File: config.mk
export PLATFORM = sky130hd
export DESIGN_NAME = osp_status
export DESIGN_NICKNAME = d
export VERILOG_FILES = /design/src/verilog/osp_pkg.sv /design/src/verilog/osp_status.sv
export VERILOG_INCLUDE_DIRS = /design/src /design/src/verilog
export SDC_FILE = /design/constraint.sdc
export NUM_CORES = 1
export LEC_CHECK = 0
export BUFFER_PORTS_ARGS = -buffer_cell sky130_fd_sc_hd__buf_2
export CORE_MARGIN = 3
export CORE_UTILIZATION = 44
export CTS_BUF_LIST = sky130_fd_sc_hd__clkbuf_16
export CTS_CLUSTER_DIAMETER = 60
export DETAILED_ROUTE_END_ITERATION = 10
export PLACE_DENSITY_LB_ADDON = 0.1
export SLEW_MARGIN = 20
export SYNTH_ARGS = -nofsm -noshare
export SYNTH_HDL_FRONTEND = slang
export SYNTH_SLANG_ARGS = --single-unit
export TNS_END_PERCENT = 20
File: constraint.sdc
create_clock -name pclk -period 2 [get_ports pclk]
set_clock_uncertainty 0.1 [all_clocks]
set_input_delay 0 -clock pclk [delete_from_list [all_inputs] [get_ports pclk]]
set_output_delay 0 -clock pclk [all_outputs]
set_load 0.01 [all_outputs]
File: src/verilog/osp_params.svh
// Register offsets, reset values and widths for the one-shot status bank
`ifndef OSP_PARAMS_SVH
`define OSP_PARAMS_SVH
`define OSP_DONE_STATUS_OFS   12'h000
`define OSP_DONE_STATUS_RST   16'h0000
`define OSP_FLAG_COUNT        16
`define OSP_ADDR_W            12
`endif

File: src/verilog/osp_pkg.sv
// Types shared by the one-shot status bank
package osp_pkg;
	typedef struct packed {
		logic        psel;
		logic        penable;
		logic        pwrite;
		logic [11:0] paddr;
		logic [31:0] pwdata;
	} osp_apb_req_t;
	typedef enum logic {
		OSP_IDLE,
		OSP_DONE
	} osp_phase_t;
endpackage

File: src/verilog/osp_status.sv
// One-shot pulse done flags register bank, APB slave
// Behaviour
// - Sixteen flags, bit 15 for counter p down to bit 0 for counter a.
// - A flag is set to 1 when its down-counter underflows.
// - A flag clears only on a written 0 after it was read as 1, and resets to 0.
// - Writing 1 to a flag bit does nothing.
// - All sixteen flags read back their current value at any time.
`timescale 1ns/1ps
`include "osp_params.svh"
module osp_status #(
	parameter int NFLAGS = `OSP_FLAG_COUNT
) (
	// Clock and reset
	input  wire logic                   pclk,
	input  wire logic                   presetn,
	// APB slave
	input  wire osp_pkg::osp_apb_req_t  apb_req,
	output logic [31:0]                 prdata,
	output logic                        pready,
	output logic                        pslverr,
	// Underflow pulses from the down-counters, same clock
	input  wire logic [NFLAGS-1:0]      counter_underflow,
	// Flag levels for the rest of the timer
	output logic [NFLAGS-1:0]           pulse_done_flags
);
	initial
	begin
		if (NFLAGS != `OSP_FLAG_COUNT)
			$error("osp_status serves exactly sixteen flags");
	end

	logic [NFLAGS-1:0] flag_q;
	logic [NFLAGS-1:0] flag_d;
	logic [NFLAGS-1:0] armed_q;
	logic [NFLAGS-1:0] armed_d;
	logic [31:0]       prdata_d;
	logic              pready_q;
	logic              pslverr_q;
	logic [31:0]       prdata_q;

	wire logic setup_w   = apb_req.psel & ~apb_req.penable;
	wire logic access_w  = apb_req.psel & apb_req.penable & pready_q;
	wire logic hit_w     = (apb_req.paddr == `OSP_DONE_STATUS_OFS);
	wire logic rd_hit_w  = access_w & ~apb_req.pwrite & hit_w;
	wire logic wr_hit_w  = access_w & apb_req.pwrite & hit_w;
	wire logic [NFLAGS-1:0] wzero_w = ~apb_req.pwdata[NFLAGS-1:0];

	// Arm, clear and set per flag
	genvar g;
	generate
		for (g = 0; g < NFLAGS; g++)
		begin : g_flag
			wire logic clr_w = wr_hit_w & wzero_w[g] & armed_q[g];
			// armed by a returned 1
			// Arms on the value software saw, not a flag set after the setup sample
			assign armed_d[g] = clr_w ? 1'b0 : ((rd_hit_w & prdata_q[g]) | armed_q[g]);
			assign flag_d[g]  = counter_underflow[g] | (flag_q[g] & ~clr_w);
		end
	endgenerate

	assign prdata_d = (setup_w & ~apb_req.pwrite & hit_w) ?
		{{(32-NFLAGS){1'b0}}, flag_q} : 32'h0000_0000;

	always_ff @(posedge pclk or negedge presetn)
	begin
		if (!presetn)
		begin
			flag_q  <= NFLAGS'(`OSP_DONE_STATUS_RST);
			armed_q <= '0;
		end
		else
		begin
			flag_q  <= flag_d;
			armed_q <= armed_d;
		end
	end

	// No wait state: answer in the cycle after setup
	always_ff @(posedge pclk or negedge presetn)
	begin
		if (!presetn)
		begin
			pready_q  <= 1'b0;
			pslverr_q <= 1'b0;
			prdata_q  <= 32'h0000_0000;
		end
		else
		begin
			pready_q  <= setup_w;
			pslverr_q <= setup_w & ~hit_w;
			prdata_q  <= prdata_d;
		end
	end

	assign prdata           = prdata_q;
	assign pready           = pready_q;
	assign pslverr          = pslverr_q;
	assign pulse_done_flags = flag_q;

	set_on_uflow_a: assert property (@(posedge pclk) disable iff (!presetn)
		counter_underflow[0] |=> flag_q[0]) else $error("flag a not set");
	// clear needs prior read of 1
	clear_needs_arm_a: assert property (@(posedge pclk) disable iff (!presetn)
		(flag_q[0] && !armed_q[0]) |=> flag_q[0]) else $error("flag cleared unarmed");
	write_one_nop_a: assert property (@(posedge pclk) disable iff (!presetn)
		(wr_hit_w && apb_req.pwdata[1] && !counter_underflow[1]) |=>
		flag_q[1] == $past(flag_q[1])) else $error("write 1 changed flag");
	read_back_a: assert property (@(posedge pclk) disable iff (!presetn)
		(setup_w && !apb_req.pwrite && hit_w && counter_underflow == 16'h0000) |=>
		prdata[15:0] == flag_q) else $error("read data mismatch");
	set_wins_a: assert property (@(posedge pclk) disable iff (!presetn)
		(wr_hit_w && armed_q[2] && !apb_req.pwdata[2] && counter_underflow[2]) |=>
		flag_q[2]) else $error("event lost on clear");
	armed_clear_a: assert property (@(posedge pclk) disable iff (!presetn)
		(wr_hit_w && armed_q[3] && !apb_req.pwdata[3] && !counter_underflow[3]) |=>
		!flag_q[3]) else $error("armed clear ignored");
	bit_p_map_a: assert property (@(posedge pclk) disable iff (!presetn)
		counter_underflow[15] |=> pulse_done_flags[15]) else $error("bit 15 map");
	upper_zero_a: assert property (@(posedge pclk) disable iff (!presetn)
		prdata[31:16] == 16'h0000) else $error("reserved bits nonzero");

	// Same checks on every flag, so a wrong bit index cannot hide
	genvar k;
	generate
		for (k = 0; k < NFLAGS; k++)
		begin : g_check
			each_set_a: assert property (@(posedge pclk) disable iff (!presetn)
				counter_underflow[k] |=> flag_q[k]) else $error("flag not set");
			no_spurious_a: assert property (@(posedge pclk) disable iff (!presetn)
				(!flag_q[k] && !counter_underflow[k]) |=> !flag_q[k])
				else $error("flag set without underflow");
			flag_hold_a: assert property (@(posedge pclk) disable iff (!presetn)
				(flag_q[k] && !(wr_hit_w && armed_q[k] && !apb_req.pwdata[k])) |=>
				flag_q[k]) else $error("flag dropped");
			each_clear_a: assert property (@(posedge pclk) disable iff (!presetn)
				(wr_hit_w && armed_q[k] && !apb_req.pwdata[k] && !counter_underflow[k]) |=>
				(!flag_q[k] && !armed_q[k])) else $error("armed clear failed");
			arm_source_a: assert property (@(posedge pclk) disable iff (!presetn)
				(!armed_q[k] && !(rd_hit_w && prdata_q[k])) |=> !armed_q[k])
				else $error("armed without read");
			each_wins_a: assert property (@(posedge pclk) disable iff (!presetn)
				(wr_hit_w && armed_q[k] && !apb_req.pwdata[k] && counter_underflow[k]) |=>
				flag_q[k]) else $error("event lost");
			each_map_a: assert property (@(posedge pclk) disable iff (!presetn)
				counter_underflow[k] |=> pulse_done_flags[k]) else $error("bit map");
		end
	endgenerate

	ready_after_a: assert property (@(posedge pclk) disable iff (!presetn)
		setup_w |=> pready) else $error("pready late");
	ready_pulse_a: assert property (@(posedge pclk) disable iff (!presetn)
		pready |=> !pready) else $error("pready held");
	ready_cause_a: assert property (@(posedge pclk) disable iff (!presetn)
		!setup_w |=> !pready) else $error("pready without setup");
	err_ready_a: assert property (@(posedge pclk) disable iff (!presetn)
		pslverr |-> pready) else $error("pslverr alone");
	err_unmapped_a: assert property (@(posedge pclk) disable iff (!presetn)
		(setup_w && !hit_w) |=> (pslverr && prdata == 32'h0000_0000))
		else $error("unmapped not refused");
	err_mapped_a: assert property (@(posedge pclk) disable iff (!presetn)
		(setup_w && hit_w) |=> !pslverr) else $error("mapped access refused");
	data_idle_a: assert property (@(posedge pclk) disable iff (!presetn)
		!pready |-> prdata == 32'h0000_0000) else $error("prdata not idle");
	write_nodata_a: assert property (@(posedge pclk) disable iff (!presetn)
		(setup_w && apb_req.pwrite) |=> prdata == 32'h0000_0000)
		else $error("write returned data");
	wr_unmapped_a: assert property (@(posedge pclk) disable iff (!presetn)
		(access_w && apb_req.pwrite && !hit_w && counter_underflow == 16'h0000) |=>
		flag_q == $past(flag_q)) else $error("unmapped write acted");
endmodule // osp_status

==> results of run 1 <==
[final timing paths]
path                        startpoint             endpoint  slack, ns  depth (start not counted)
min reg2reg                armed_q[13]          armed_q[13]       0.37                          1
max in group asynchronous      presetn  pulse_done_flags[1]       1.16                          3
min                            presetn           prdata[10]       0.06                          2
min in group pclk          apb_req[44]            prdata[7]       0.11                          4
max                        apb_req[34]          armed_q[13]       0.08                          5
max reg2reg                     pready  pulse_done_flags[4]       0.50                          5
[per-stage QoR]
step	instance area, µm²	hold WS [ns]
6_report	3130	0.0610
5_1_grt	3130	0.0955
4_1_cts	3120	0.0818
3_5_place_dp	2570	-0.165
3_3_place_gp	2570	-0.173
2_1_floorplan	2190	-0.396
[where the power goes]
part	leakage (µW)	total, µW	switching (µW)	internal, µW
registers	0.000613	1010	1.07	1010
logic	0.000740	163	71.9	91.3
clock network	0.0000724	784	332	452
total	0.00143	1960	405	1560
[worst max-delay path: stages]
cell           delay, ns
dlygate4sd3_1       0.53
buf_2               0.12
or4_4               0.42
or4_4               0.67
o31ai_1             0.25
[registers in the layout (all words and copies together), names as in the netlist]
register / cells
pslverr: 1
pulse_done_flags: 16
armed_q: 16
prdata: 16
pready: 1
[cells by family (layout without fill, tap and decap cells)]
| group | Yosys count | after routing | share of synthesized area |
|---|---|---|---|
| other | 1 | 16 | 0.00175 |
| buffers and inverters | 39 | 154 | 0.105 |
| AOI/OAI and AO/OA | 33 | 33 | 0.0966 |
| DFF | 50 | 50 | 0.585 |
| and+or+nand+nor | 75 | 75 | 0.211 |
[layer usage]
| layer | vias up | part of all wire | wire length [µm] | track usage |
|---|---|---|---|---|
| met3 | 4 | 0.062 | 298 | 0.0475 |
| met4 | 0 | 0.0060 | 29 | 0.0485 |
| met2 | 72 | 0.50 | 2430 | 0.312 |
| met5 | - | 0 | 0 | 0 |
| met1 | 835 | 0.43 | 2080 | 0.218 |
| li1 | 900 | - | - | - |
[layout make-up]
cell class	count	area, µm²
fillers	334	1410
repair buffers	129	866
clock inverters	3	12.5
well taps	65	81.3
inverters	17	63.8
multi-input cells	124	728
flip-flops and latches	50	1250
clock buffers	5	125
[placed cells by master (no fill, tap or decap)]
cell           instances
buf_4                  6
nor4_2                 3
nand2_1                1
clkinv_1               1
nor2_1                32
a31oi_1                1
o31ai_1               15
o21ai_0               16
buf_2                 82
or4_4                  2
nand3_1                1
and2_1                16
dlygate4sd3_1         41
dfrtp_1               50
clkinv_2               1
o31ai_2                1
nor4_1                 1
inv_1                 18
and4_1                 1
conb_1                16
nand2b_1               1
nand4_1                1
nor4b_1               16
clkbuf_16              5
[repair_timing]
action | 4_1_cts | 5_1_grt
setup endpoints to repair | 0 | 4
hold endpoints to repair | 84 | 0
hold buffers | 41 | 0
gates resized for setup | 0 | 1
==> flow_metrics.py, run 1 <==
metrics = {
    "sta": {
        "setup_ws_ns": 0.0762,
        "rsz0062_at_grt": "false",
        "fmax_mhz": 520,
        "fin_crit_sh": 0.962,
        "setup_viol": 0,
        "hold_viol_final": 0,
        "finalCriticalPeriod_ns": 1.92,
        "finalMaxSlewViolations": 0,
        "final.setup.tns_ns": 0,
    },
    "pwr": {
        "ir_drop_mv": 0.433,
        "p_leak_uw": 0.00143,
        "power_uw": 1960,
        "power_density_nw_per_um2": 627,
    },
    "place": {
        "placed_cells": 344,
        "gp_congestion": 0.708,
        "dp_slack_ns": 0.210,
        "dp_hpwl_um": 3300,
        "io_buffers": 82,
    },
    "detailed_routing": {
        "routed_wl_um": 4840,
        "dr.pass1.iters": 5,
        "drt_iter0_markers": 63,
        "viasPerCell": 4.61,
        "vias": 1811,
        "antenna_left": 0,
        "drcViolationCount": 0,
        "routedWlPerCell_um": 12.3,
    },
    "setup_path": {
        "cp_max_fo": 16,
        "cp-start-kind": "input port",
        "worst-endpoint-arrival_ns": 2.01,
        "required_ns": 2.08,
        "worstSetupEndpointType": "flop",
        "crit_type": "in -> reg",
    },
    "cells_and_area": {
        "syn_to_final_growth_pct": 46.4,
        "layout.cells.non_filler": 393,
        "diodes": 0,
        "drive_gt1_frac": 0.305,
        "nets": 392,
        "post-route-util": 0.690,
    },
    "cts": {
        "cts_buffers": 5,
        "cts_sinks": 50,
        "cts_tree": "built",
        "clk_path_buf_depth": 2,
        "post-cts-setup-buffers": 0,
        "clockRootBuffer": "clkbuf_16",
        "path_clk_slew_ns": 0.06,
        "clock_latency_ns": 0.28,
        "cts-htree-levels": 2,
    },
    "synthesis": {
        "synth_seq_cells": 50,
        "yosys.area.top_type_share": 0.585,
        "ys_types": 21,
        "post-synth-top-count-cell": "dfrtp_1",
        "synth_commonest_cells": "dfrtp_1, nor2_1, inv_1",
        "synth.avg_cell_area_um2": 10.8,
        "synthArstFlopShare": 1.00,
        "synthCells": 198,
        "ys.flop_type": "dfrtp_1",
        "synth_area_um2": 2140,
        "synthTopCellsByArea": "dfrtp_1, nor4b_1, buf_4",
        "synth_edf_count": 0,
        "yosys_warnings": 0,
        "synth_seq_area_share": 0.585,
        "synth_area_leader_cell": "dfrtp_1",
    },
    "floorplanning": {
        "core-area_um2": 4530,
        "die_h_um": 75.7,
        "ios": 115,
        "rows": 24,
        "start_util": 0.471,
        "fp.dieArea_um2": 5730,
        "dieWidth_um": 75.7,
    },
    "global_route": {
        "gr-total-overflow": 0,
        "antenna_found_initial": 0,
        "grt_usage": 0.178,
        "grt_max_degree": 22,
        "first_global_vias": 1728,
        "grt_pass1_wl_um": 7640,
    },
    "status": {
        "status": "completed",
    },
    "worst_hold_path": {
        "hold_path.class": "in -> async",
    },
    "run": {
        "drv_cap": 0,
    },
}
(Power assumes the default switching activity.)
==> run 2: changes to the inputs <==
CORE_MARGIN = 4   (was 3)
==> run 2 against run 1 <==
Net effect:
- flip-flop and latch count is the same
- worst hold slack gained 0.016 ns
- sequential share of layout area decreased by 0.29 points
- clock power rose by 15%
- total power increased by 6.2%
- critical path type unchanged
- critical endpoint is now armed_q[7]
- highest routed layer unchanged
==> flow_metrics.py, run 2 (same netlist as run 1, synthesis figures left out) <==
metrics = {
    "detailed_routing": {
        "dr.pass1.iters": 4,
        "vias": 1861,
        "viasPerCell": 4.72,
        "drcViolationCount": 0,
        "antenna_left": 0,
        "routedWlPerCell_um": 13.5,
        "drt_iter0_markers": 80,
        "routed_wl_um": 5300,
    },
    "cells_and_area": {
        "diodes": 0,
        "finalInstanceArea_um2": 3150,
        "drive_gt1_frac": 0.303,
        "final_common_cell": "buf_2",
        "syn_to_final_growth_pct": 47.4,
        "nets": 392,
        "layout_common_cells": "buf_2, dfrtp_1, dlygate4sd3_1",
    },
    "floorplanning": {
        "die_h_um": 77.7,
        "ios": 115,
        "start_util": 0.452,
        "rows": 25,
        "dieWidth_um": 77.7,
        "core-area_um2": 4720,
        "fp.dieArea_um2": 6040,
    },
    "cts": {
        "cts_buffers": 5,
        "cts-htree-levels": 2,
        "clock_latency_ns": 0.28,
        "path_clk_slew_ns": 0.06,
        "clockRootBuffer": "clkbuf_16",
        "cts_tree": "built",
        "post-cts-setup-buffers": 0,
        "clk_path_buf_depth": 2,
        "cts_sinks": 50,
    },
    "worst_hold_path": {
        "hp-start": "apb_req[44]",
        "hold_path.class": "in -> reg",
    },
    "pwr": {
        "ir_drop_mv": 0.429,
        "power_uw": 2080,
        "power_density_nw_per_um2": 661,
        "p_leak_uw": 0.00143,
    },
    "setup_path": {
        "cp-start-kind": "input port",
        "worstSetupEndpointType": "flop",
        "required_ns": 2.08,
        "cp_max_fo": 8,
        "r2r_start": "pready",
        "worstSetupStartpoint": "apb_req[35]",
        "worst-endpoint-arrival_ns": 2.03,
        "crit_type": "in -> reg",
    },
    "place": {
        "gp_congestion": 0.712,
        "dp_hpwl_um": 3380,
        "io_buffers": 82,
        "place_area_um2": 2570,
    },
    "sta": {
        "setup_viol": 0,
        "worst_pin_slew_ns": 0.626,
        "rsz0062_at_grt": "true",
        "hold_viol_final": 0,
        "final.setup.tns_ns": 0,
        "fin_crit_sh": 0.975,
        "slew_headroom": 0.583,
        "finalCriticalPeriod_ns": 1.95,
        "fmax_mhz": 513,
        "hold_slack_ns": 0.0771,
        "finalMaxSlewViolations": 0,
    },
    "global_route": {
        "gr-total-overflow": 0,
        "grt_pass1_wl_um": 8740,
        "antenna_found_initial": 0,
        "grt_usage": 0.187,
        "first_global_vias": 1834,
        "grt_max_degree": 51,
    },
    "status": {
        "status": "completed",
    },
    "run": {
        "drv_cap": 0,
    },
}
run 2: changes by cell type in the layout (fill, tap and decap cells not counted), sizes merged:
| cell | change |
|---|---|
| or4 | +1 |
| inv | -1 |
| buf | -1 |
| bufinv | +1 |
| clkinv | -1 |
run 2: report_power, final:
group          total [µW]  internal, µW  leakage (µW)  switching, µW
clock network         904           578     0.0000773            326
registers            1010          1010      0.000613           1.12
logic                 165          90.1      0.000736           74.7
total                2080          1680       0.00143            402
run 2: metrics by stage:
step                worst slack [ns]   util  cells
CTS                           0.0439  0.665    393
detailed placement             0.205  0.544    345
floorplan                      0.379      -    213
global route                 -0.0352  0.667    394
global placement               0.260  0.544    345
finish                        0.0496  0.667    394
run 2: final cells by class:
type                       instances  area, µm²
tap                               67       83.8
clock buffer                       5        125
inverter                          17       63.8
timing repair buffer             128        858
fill                             354       1570
sequential                        50       1250
clock inverter                     2       33.8
multi-input combinational        125        734
run 2: repair_timing:
item,CTS,global route
hold buffers,41,0
resized for setup,0,1
endpoints found under the setup margin,0,14
hold endpoints to repair,84,0
run 2: worst paths after layout:
path	cells past startpoint	end	slack (ns)
max	5	armed_q[7]	0.05
min	3	armed_q[4]	0.08
max reg2reg	5	pulse_done_flags[14]	0.48
min reg2reg	1	armed_q[11]	0.37
max in group asynchronous	3	prdata[3]	1.11
min in group asynchronous	3	pulse_done_flags[14]	0.27
run 2: metal layers:
metal | wire [µm] | vias up | track usage
met5 | 0 | - | 0
met2 | 2430 | 84 | 0.301
met4 | 136 | 0 | 0.0783
li1 | - | 904 | -
met3 | 389 | 14 | 0.0487
met1 | 2350 | 859 | 0.239
run 2: critical path: stages:
cell           delay, ns
dlygate4sd3_1       0.53
buf_2               0.12
or4_4               0.51
or4_4               0.63
o31ai_1             0.24
